File: src/design/mid_pkg.sv
// package: constants, decoded-word layout and states of the instruction core
package mid_pkg;
   // =========================================================
   // instruction word fields
   localparam logic [13:0] NOP_WORD  = 14'h0000;
   localparam logic [1:0]  FAM_BYTE  = 2'h0;
   localparam logic [1:0]  FAM_BIT   = 2'h1;
   localparam logic [1:0]  FAM_JUMP  = 2'h2;
   localparam logic [1:0]  FAM_CONST = 2'h3;
   // =========================================================
   // byte operation codes
   localparam logic [3:0] OP_CTRL      = 4'h0;
   localparam logic [3:0] OP_ZERO      = 4'h1;
   localparam logic [3:0] OP_SUB       = 4'h2;
   localparam logic [3:0] OP_MINUS     = 4'h3;
   localparam logic [3:0] OP_OR        = 4'h4;
   localparam logic [3:0] OP_AND       = 4'h5;
   localparam logic [3:0] OP_XOR       = 4'h6;
   localparam logic [3:0] OP_ADD       = 4'h7;
   localparam logic [3:0] OP_COPY      = 4'h8;
   localparam logic [3:0] OP_INVERT    = 4'h9;
   localparam logic [3:0] OP_PLUS      = 4'ha;
   localparam logic [3:0] OP_MINUS_SKP = 4'hb;
   localparam logic [3:0] OP_ROT_DOWN  = 4'hc;
   localparam logic [3:0] OP_ROT_UP    = 4'hd;
   localparam logic [3:0] OP_NIB_EXCH  = 4'he;
   localparam logic [3:0] OP_PLUS_SKP  = 4'hf;
   // =========================================================
   // control words (low seven bits with byte code 0000, d = 0)
   localparam logic [6:0] CW_RETURN   = 7'h08;
   localparam logic [6:0] CW_INT_EXIT = 7'h09;
   localparam logic [6:0] CW_STANDBY  = 7'h63;
   localparam logic [6:0] CW_KICK     = 7'h64;
   // =========================================================
   // core constants
   localparam logic [6:0] PORT_ADDR  = 7'h05;
   localparam logic [1:0] Q_LAST     = 2'h3;
   localparam int         STACK_DEP  = 8;
   localparam int         FILE_DEP   = 128;
   localparam logic [10:0] COUNTER_RST = 11'h000;
   localparam logic [7:0] ACC_RST    = 8'h00;
   // =========================================================
   // register map
   localparam logic [7:0] REG_CTRL   = 8'h00;
   localparam logic [7:0] REG_STAT   = 8'h04;
   localparam int         CTRL_RUN   = 0;
   localparam int         CTRL_WAKE  = 1;
   localparam logic       RUN_RST    = 1'b0;

   typedef enum logic [1:0] {st_halt, st_run, st_sleep} mid_state_e;

   typedef struct packed {
      logic [1:0]  fam;
      logic [3:0]  op;
      logic        d;
      logic [2:0]  b;
      logic [6:0]  f;
      logic [7:0]  k;
      logic [10:0] t;
   } mid_dec_s;
endpackage

File: src/design/mid_core.sv
// instruction sequencer for the 14-bit word core, with an apb register slave
//
// The address map and the APB slave port were decided locally.
`timescale 1ns/1ps
// Summary of operation
// - each instruction is one 14-bit word: family, opcode and operand fields
// - destination bit 0 writes the accumulator, 1 writes the file register
// - register select is a seven-bit file address 0x00 to 0x7f
// - 8-bit constants; 11-bit jump targets, 100 call, 101 jump, two cycles
// - one instruction cycle spans four clock periods
// - one cycle normally, two on skip or branch, second is a no-op
// - every file-naming instruction reads the register before writing it
// - add, subtract, plus one, minus one byte codes and their flags
// - or, and, xor, invert and copy update the zero flag only
// - rotates through carry update carry; nibble exchange touches no flag
// - minus/plus one with skip when result is zero, flags untouched
// - clear register or accumulator sets zero; store accumulator; no-op pattern
// - bit clear and bit set on a selected bit, no flags
// - bit tests skip next instruction when bit clear or set
// - constant or, and update zero; constant load touches no flag
// - constant add and subtract-accumulator update carry, nibble carry, zero
// - return with constant, return and interrupt exit take two cycles
// - standby and watchdog kick take one cycle; kick sets both status bits, standby sets expired and clears sleep
// - the port register reads from the pins, not from its latch
module mid_core
   import mid_pkg::*;
(
   input  wire logic        pclk,
   input  wire logic        presetn,
   input  wire logic        psel,
   input  wire logic        penable,
   input  wire logic        pwrite,
   input  wire logic [7:0]  paddr,
   input  wire logic [31:0] pwdata,
   output logic      [31:0] prdata,
   output logic             pready,
   output logic             pslverr,
   output logic      [10:0] prog_addr,
   input  wire logic [13:0] prog_data,
   input  wire logic [7:0]  port_pins,
   output logic      [7:0]  port_out,
   input  wire logic        wake,
   output logic             file_rd,
   output logic             file_wr,
   output logic             wdt_clear,
   output logic             asleep
);
   // =========================================================
   // helpers
   function automatic mid_dec_s decode(input logic [13:0] w);
      mid_dec_s r;
      r.fam = w[13:12];
      r.op  = w[11:8];
      r.d   = w[7];
      r.b   = w[9:7];
      r.f   = w[6:0];
      r.k   = w[7:0];
      r.t   = w[10:0];
      return r;
   endfunction

   // {carry, nibble carry, sum}
   function automatic logic [9:0] add8(input logic [7:0] a, input logic [7:0] b, input logic cin);
      logic [8:0] s;
      logic [4:0] h;
      s = {1'b0, a} + {1'b0, b} + {8'h00, cin};
      h = {1'b0, a[3:0]} + {1'b0, b[3:0]} + {4'h0, cin};
      return {s[8], h[4], s[7:0]};
   endfunction

   // =========================================================
   // core state
   mid_state_e  state, next_state;
   logic [1:0]  q, next_q;
   logic [10:0] program_counter, next_program_counter;
   logic [13:0] ir, next_ir;
   logic [7:0]  acc, next_acc;
   logic        carry, next_carry;
   logic        nibble_overflow_flag, next_nibble_overflow_flag;
   logic        zflag, next_zflag;
   logic        expired_flag, next_expired_flag;
   logic        sleep_flag, next_sleep_flag;
   logic [10:0] stk [STACK_DEP];
   logic [10:0] next_stk [STACK_DEP];
   logic [2:0]  sp, next_sp;
   logic [7:0]  file_mem [FILE_DEP];
   logic [7:0]  next_file_mem [FILE_DEP];
   logic        next_file_rd, next_file_wr, next_wdt_clear, next_asleep;
   logic        run, next_run;
   logic        sw_wake, next_sw_wake;
   mid_dec_s    dec;
   logic        tick;
   logic [7:0]  rv;
   logic [7:0]  res;
   logic [7:0]  mask;
   logic [9:0]  sum;
   logic        wr_f, wr_acc, flush, names_file;

   assign dec  = decode(ir);
   assign tick = (state == st_run) && (q == Q_LAST);
   assign mask = 8'h01 << dec.b;
   // port reads see the pins so externally driven inputs are written back as seen
   assign rv   = (dec.f == PORT_ADDR) ? port_pins : file_mem[dec.f];

   // =========================================================
   // execute
   always_comb begin
      next_state                = state;
      next_q                    = (state == st_run) ? q + 2'h1 : 2'h0;
      next_program_counter      = program_counter;
      next_ir                   = ir;
      next_acc                  = acc;
      next_carry                = carry;
      next_nibble_overflow_flag = nibble_overflow_flag;
      next_zflag                = zflag;
      next_expired_flag         = expired_flag;
      next_sleep_flag           = sleep_flag;
      next_stk                  = stk;
      next_sp                   = sp;
      next_file_mem             = file_mem;
      next_wdt_clear            = 1'b0;
      res                       = rv;
      sum                       = 10'h000;
      wr_f                      = 1'b0;
      wr_acc                    = 1'b0;
      flush                     = 1'b0;
      names_file = (dec.fam == FAM_BIT) ||
                   ((dec.fam == FAM_BYTE) && !((dec.op == OP_CTRL || dec.op == OP_ZERO) && !dec.d));
      if (tick) begin
         next_program_counter = program_counter + 11'h001;
         unique case (dec.fam)
            FAM_BYTE: begin
               wr_f   = dec.d;
               wr_acc = !dec.d;
               unique case (dec.op)
                  OP_CTRL: begin
                     res    = acc;
                     wr_acc = 1'b0;
                     if (!dec.d) begin
                        // other words in this slot, the no-op pattern included, do nothing
                        if (dec.f == CW_RETURN || dec.f == CW_INT_EXIT) begin
                           next_sp              = sp - 3'h1;
                           next_program_counter = stk[sp - 3'h1];
                           flush                = 1'b1;
                        end else if (dec.f == CW_STANDBY) begin
                           next_sleep_flag   = 1'b0;
                           next_expired_flag = 1'b1;
                           next_wdt_clear    = 1'b1;
                           next_state        = st_sleep;
                        end else if (dec.f == CW_KICK) begin
                           next_sleep_flag   = 1'b1;
                           next_expired_flag = 1'b1;
                           next_wdt_clear    = 1'b1;
                        end
                     end
                  end
                  OP_ZERO: begin
                     res        = 8'h00;
                     next_zflag = 1'b1;
                  end
                  OP_ADD, OP_SUB: begin
                     sum = (dec.op == OP_ADD) ? add8(rv, acc, 1'b0) : add8(rv, ~acc, 1'b1);
                     res = sum[7:0];
                     next_carry                = sum[9];
                     next_nibble_overflow_flag = sum[8];
                     next_zflag                = (sum[7:0] == 8'h00);
                  end
                  OP_MINUS, OP_PLUS: begin
                     res        = (dec.op == OP_PLUS) ? rv + 8'h01 : rv - 8'h01;
                     next_zflag = (res == 8'h00);
                  end
                  OP_OR, OP_AND, OP_XOR, OP_INVERT, OP_COPY: begin
                     unique case (dec.op)
                        OP_OR:     res = rv | acc;
                        OP_AND:    res = rv & acc;
                        OP_XOR:    res = rv ^ acc;
                        OP_INVERT: res = ~rv;
                        default:   res = rv;
                     endcase
                     next_zflag = (res == 8'h00);
                  end
                  OP_ROT_UP: begin
                     res        = {rv[6:0], carry};
                     next_carry = rv[7];
                  end
                  OP_ROT_DOWN: begin
                     res        = {carry, rv[7:1]};
                     next_carry = rv[0];
                  end
                  OP_NIB_EXCH: res = {rv[3:0], rv[7:4]};
                  OP_MINUS_SKP, OP_PLUS_SKP: begin
                     res   = (dec.op == OP_PLUS_SKP) ? rv + 8'h01 : rv - 8'h01;
                     flush = (res == 8'h00);
                  end
               endcase
            end
            FAM_BIT: begin
               unique case (dec.op[3:2])
                  2'h0: begin
                     res  = rv & ~mask;
                     wr_f = 1'b1;
                  end
                  2'h1: begin
                     res  = rv | mask;
                     wr_f = 1'b1;
                  end
                  2'h2: flush = ((rv & mask) == 8'h00);
                  2'h3: flush = ((rv & mask) != 8'h00);
               endcase
            end
            FAM_JUMP: begin
               if (!dec.op[3]) begin
                  next_stk[sp] = program_counter;
                  next_sp      = sp + 3'h1;
               end
               next_program_counter = dec.t;
               flush   = 1'b1;
            end
            FAM_CONST: begin
               res    = dec.k;
               wr_acc = 1'b1;
               if (dec.op[3:2] == 2'h0) begin
                  res = dec.k;
               end else if (dec.op[3:2] == 2'h1) begin
                  next_sp              = sp - 3'h1;
                  next_program_counter = stk[sp - 3'h1];
                  flush                = 1'b1;
               end else if (dec.op == 4'h8 || dec.op == 4'h9) begin
                  res        = dec.op[0] ? (acc & dec.k) : (acc | dec.k);
                  next_zflag = (res == 8'h00);
               end else if (dec.op[3:2] == 2'h3) begin
                  sum = dec.op[1] ? add8(dec.k, acc, 1'b0) : add8(dec.k, ~acc, 1'b1);
                  res = sum[7:0];
                  next_carry                = sum[9];
                  next_nibble_overflow_flag = sum[8];
                  next_zflag                = (sum[7:0] == 8'h00);
               end else begin
                  wr_acc = 1'b0;
               end
            end
         endcase
         if (wr_f) begin
            next_file_mem[dec.f] = res;
         end
         if (wr_acc) begin
            next_acc = res;
         end
         // discarded prefetch becomes the no-op second cycle
         next_ir = flush ? NOP_WORD : prog_data;
         if (!run && next_state == st_run) begin
            next_state = st_halt;
         end
      end
      unique case (state)
         st_halt:  if (run) next_state = st_run;
         st_sleep: if (wake || sw_wake) next_state = st_run;
         st_run:   ;
      endcase
      // read strobe early in the cycle, even for write-only forms
      next_file_rd = (state == st_run) && (q == 2'h0) && names_file;
      next_file_wr = wr_f;
      next_asleep  = (next_state == st_sleep);
   end

   always_ff @(posedge pclk or negedge presetn) begin
      if (!presetn) begin
         state                <= st_halt;
         q                    <= 2'h0;
         program_counter      <= COUNTER_RST;
         ir                   <= NOP_WORD;
         acc                  <= ACC_RST;
         carry                <= 1'b0;
         nibble_overflow_flag <= 1'b0;
         zflag                <= 1'b0;
         expired_flag         <= 1'b1;
         sleep_flag           <= 1'b1;
         sp                   <= 3'h0;
         file_rd              <= 1'b0;
         file_wr              <= 1'b0;
         wdt_clear            <= 1'b0;
         asleep               <= 1'b0;
         for (int i = 0; i < STACK_DEP; i++) begin
            stk[i] <= COUNTER_RST;
         end
         for (int i = 0; i < FILE_DEP; i++) begin
            file_mem[i] <= 8'h00;
         end
      end else begin
         state                <= next_state;
         q                    <= next_q;
         program_counter      <= next_program_counter;
         ir                   <= next_ir;
         acc                  <= next_acc;
         carry                <= next_carry;
         nibble_overflow_flag <= next_nibble_overflow_flag;
         zflag                <= next_zflag;
         expired_flag         <= next_expired_flag;
         sleep_flag           <= next_sleep_flag;
         sp                   <= next_sp;
         file_rd              <= next_file_rd;
         file_wr              <= next_file_wr;
         wdt_clear            <= next_wdt_clear;
         asleep               <= next_asleep;
         stk                  <= next_stk;
         file_mem             <= next_file_mem;
      end
   end

   assign prog_addr = program_counter;
   assign port_out  = file_mem[PORT_ADDR];

   // =========================================================
   // apb slave, one wait state
   logic [31:0] next_prdata;
   logic        next_pready, next_pslverr;
   logic        acc_ph, mapped;

   assign acc_ph = psel && penable;
   assign mapped = (paddr == REG_CTRL) || (paddr == REG_STAT);

   always_comb begin
      next_pready  = acc_ph && !pready;
      next_pslverr = acc_ph && !pready && !mapped;
      next_prdata  = 32'h0000_0000;
      next_run     = run;
      next_sw_wake = 1'b0;
      if (acc_ph && !pready && !pwrite) begin
         if (paddr == REG_CTRL) begin
            next_prdata[CTRL_RUN] = run;
         end else if (paddr == REG_STAT) begin
            next_prdata = {5'h00, program_counter, acc, 2'h0, asleep, expired_flag, sleep_flag,
                           zflag, nibble_overflow_flag, carry};
         end
      end
      // writes land on the edge that samples pready high
      if (acc_ph && pready && pwrite && paddr == REG_CTRL) begin
         next_run     = pwdata[CTRL_RUN];
         next_sw_wake = pwdata[CTRL_WAKE];
      end
   end

   always_ff @(posedge pclk or negedge presetn) begin
      if (!presetn) begin
         prdata  <= 32'h0000_0000;
         pready  <= 1'b0;
         pslverr <= 1'b0;
         run     <= RUN_RST;
         sw_wake <= 1'b0;
      end else begin
         prdata  <= next_prdata;
         pready  <= next_pready;
         pslverr <= next_pslverr;
         run     <= next_run;
         sw_wake <= next_sw_wake;
      end
   end
endmodule

File: config.mk
export PLATFORM = sky130hd
export DESIGN_NAME = mid_core
export DESIGN_NICKNAME = d
export VERILOG_FILES = /design/src/design/mid_pkg.sv /design/src/design/mid_core.sv
export SDC_FILE = /design/constraint.sdc
export NUM_CORES = 2
export LEC_CHECK = 0
export BUFFER_PORTS_ARGS = -buffer_cell sky130_fd_sc_hd__buf_2
export CAP_MARGIN = 20
export CELL_PAD_IN_SITES_DETAIL_PLACEMENT = 0
export CELL_PAD_IN_SITES_GLOBAL_PLACEMENT = 1
export CORE_MARGIN = 1
export CORE_UTILIZATION = 50
export CTS_CLUSTER_DIAMETER = 200
export CTS_CLUSTER_SIZE = 8
export DETAILED_ROUTE_END_ITERATION = 12
export PLACE_DENSITY_LB_ADDON = 0.08
export SLEW_MARGIN = 20
export SYNTH_ARGS = -nofsm -noshare
export SYNTH_HDL_FRONTEND = slang
export SYNTH_SLANG_ARGS = --single-unit
File: constraint.sdc
create_clock -name pclk -period 7.95 [get_ports pclk]
set_clock_uncertainty 0.2 [all_clocks]
set_input_delay 1.59 -clock pclk [delete_from_list [all_inputs] [get_ports pclk]]
set_output_delay 1.59 -clock pclk [all_outputs]
set_load 0.005 [all_outputs]
==> metrics.md <==
| Metric | Value |
|---|---|
| Worst Hold Class | register to register |
| TritonCTS clock tree | built |
| Max_cap viols | 0 |
| Synthesized area | 57600 µm² |
| FILL cells | 9871 |
| Setup Slack @ Placement | 0.994 ns |
| Routed via count | 43500 |
| Core ar. | 114000 µm² |
| CTS clk-pin slew, worst paths | 0.05 ns |
| Final #Nets | 5754 |
| Pwr dens | 407 nW/µm² |
| Count of unique library cells instantiated by Yosys | 84 |
| Reg2reg setup slack | 0.78 ns |
| Placed wire-length estimate | 113000 µm |
| Avg Inst Size Synth | 10.3 µm² |
| Clk buf depth | 3 |
| Rel. slew slack | 23.1% |
| RSZ-0062 raised after global routing | no |
| Worst setup SP type | register |
| Clk Latency, worst-skew pair | 0.79 ns |
| Synth warnings | 0 |
| Detailed Routing Iterations Pass 1 | 7 |
| Die area | roughly 120000 µm² |
| Worst Path Required | 8.39 ns |
| Yosys reg bits | 1189 |
| Number of global-route vias before repair | 42500 |
| Gr ovfl total | 0 |
| CTS root buffer | clkbuf_16 |
| TritonCTS buffer count | 166 |
| Htree depth | 4 |
| Worst reg2reg path startpoint | ir[1] |
| Global-route wire length before repair | 272000 µm |
| Syn Inst Count | 5574 |
| Initial antenna violation count | 1 |
| Yosys top cell by area | dfrtp_1 |
| Post-synth top flop | dfrtp_1 |
| Crit share post-route | 90.2% |
| Top cells by area, synth | dfrtp_1 52%, mux4_2 9.2%, nand2_1 6.2%, o21ai_0 5.2%, nor2_1 4.1% |
| Arrival time at the worst endpoint | 7.61 ns |
| Commonest cells post-synth | 1188 x dfrtp_1, 958 x nand2_1, 637 x nor2_1 |
| Area growth syn-to-layout | 12.4% |
| Post-synth EDFFs | 0 |
| Hold buffers post-CTS | 0 |
| Yosys top cell area share | 51.6% |
| Post-cts resize count | 0 |
| Worst-margin pin slew | approximately 1.1 ns |
| Sink Count | between 1000 and 1500 |
| Most numerous cell in the Yosys netlist | dfrtp_1 |
| Minimum clock period | 7.17 ns |
| Post-synthesis sequential area ratio | 51.6% |
| Fin util | 56.6% |
| Critical path origin | ir[1] |
| Vias per Instance | 6.08 |
| ANT nets after route | 0 |
| Status | complete, no violations |
| Initial Utilization | 50.4% |
| Fin. max-slew vios | 0 |
| Pin count of the biggest net entering global routing | 164 |
| Drt wl/cell | 24.6 µm |
| Drt total wl | 176000 µm |
| FMAX | 140 MHz |
| Setup violations, final | 0 |
| # port buffers | 87 |
| Post-route setup slack | 0.782 ns |
| Die width | 341 µm |
| WS Path Type | register to register |
| Final Wtd Congestion | 0.947 |
| # IOs | 125 |
| Row count | 124 |
| Hold path start | file_mem[554] |
| Crit Path Max Fanout | 33 |
| Setup Fix Bufs, Post-CTS | 0 |
| Proportion of layout cells with a drive suffix above 1 | 14.9% |
| # diodes | 0 |
| Tot GR Track Use | 30.6% |
| # DRC | 0 |
| Fin Setup TNS | 0 ns |
| Post-synth ARST share | 100% |
| Element type at the critical path end | register |
| Worst vdd ir | roughly 700 µV |
| Die H | between 300 and 400 µm |
| Final Hold Vio Count | 0 |
| Pleak | 0.0270 µW |
| First DRT Iteration DRCs | 4090 |
area by class of cell:
cell class              instances  area [µm²]  area share, %
clock buffers                 174        4210           6.49
clock inverters                15         308          0.475
inverters                      64         243          0.375
multi-input cells            3940       26000           40.2
flip-flops and latches       1189       29800           46.0
well taps                    1512        1890           2.92
repair buffers                256        2330           3.60
power breakdown:
group          switching [µW]  internal [µW]
clock network            2640           3730
logic                    9550           3870
registers                 354           6220
stage by stage:
step                      hold WS [ns]  instances  area (µm²)  power, µW
after detailed placement         0.261       6961       60200      19900
after global routing             0.286       7150       64800      27500
final                            0.268       7150       64800      26400
after global placement           0.253       6960       60200      19900
after CTS                        0.271       7150       64800      26300
after floorplan                  0.242       5580       57600      14600
worst max-delay path: stages, from the launching register on:
cell and delay [ns]:
dfrtp_4 0.86, buf_4 0.50, mux4_2 0.39, mux2i_1 0.47, o22ai_1 0.19, nor4_1 0.32, nand4_1 0.43, nand2_1 0.44
inv_1 0.14, ha_1 0.22, a21o_1 0.18, a21oi_1 0.23, xnor2_1 0.14, nor2_1 0.05, a21oi_1 0.27, o21ai_0 0.14
a22o_1 0.25, a211oi_1 0.32, o211ai_1 0.24, o21ai_4 0.54, buf_12 0.28, o31ai_1 0.11
placed cells by master, fill, tap and decap left out, types with 10 or more instances in the layout:
| cell | instances |
|---|---|
| mux4_2 | 236 |
| o21ai_0 | 593 |
| o211ai_1 | 14 |
| buf_4 | 120 |
| mux2_2 | 109 |
| nand2b_1 | 15 |
| nand4_1 | 16 |
| nor2b_1 | 16 |
| buf_2 | 86 |
| a21oi_1 | 224 |
| nand2_1 | 958 |
| nor4_1 | 15 |
| dfrtp_1 | 1183 |
| a21o_1 | 17 |
| inv_1 | 56 |
| nand3_1 | 48 |
| nor2_1 | 625 |
| nor3_1 | 38 |
| mux2i_1 | 153 |
| and2_1 | 14 |
| ha_1 | 65 |
| o31ai_1 | 133 |
| a22o_1 | 12 |
| a22oi_1 | 60 |
| a221oi_1 | 25 |
| o32ai_1 | 20 |
| xnor2_1 | 25 |
| a211oi_1 | 13 |
| buf_12 | 48 |
| o22ai_1 | 16 |
| o21bai_1 | 10 |
| and3_1 | 36 |
| a31oi_1 | 270 |
| clkbuf_16 | 167 |
metal layers:
layer | routed length (µm) | GRT usage [%] | part of all wire, %
met5 | 0 | 0 | 0
met3 | 11700 | 5.49 | 6.6
met2 | 78600 | 45.7 | 45
met4 | 5490 | 10.1 | 3.1
met1 | 80000 | 45.3 | 45
worst paths after layout:
check	endpoint	cells after the start
setup / recovery	file_mem[523]	21
hold / removal	file_mem[554]	2
setup reg to reg	file_mem[523]	21
hold reg to reg	file_mem[554]	2
max in group asynchronous	file_mem[37]	2
min in group asynchronous	stk[20]	1
sequential cells by signal, indices dropped and copies added, names as in the netlist, 2 cells and up:
| register | cells |
|---|---|
| file_mem | 1016 |
| stk | 88 |
| prdata | 25 |
| port_out | 8 |
| acc | 8 |
| sp | 3 |
| prog_addr | 11 |
| ir | 14 |
| state | 2 |
| q | 2 |
cell families (layout without fill, tap and decap cells):
kind of cell / count (synthesis) / in the layout / synth area share, %
AOI/OAI and AO/OA: 1493 / 1493 / 15.6
xor gates and xnor gates: 30 / 30 / 0.456
adders and majority gates: 69 / 69 / 1.55
buffers and inverters: 451 / 509 / 3.69
DFF: 1189 / 1189 / 51.6
muxes: 498 / 498 / 14.0
other: 1 / 7 / 0.00651
and+or+nand+nor: 1843 / 1843 / 13.0
No activity file was read; power rests on OpenSTA's default activity.
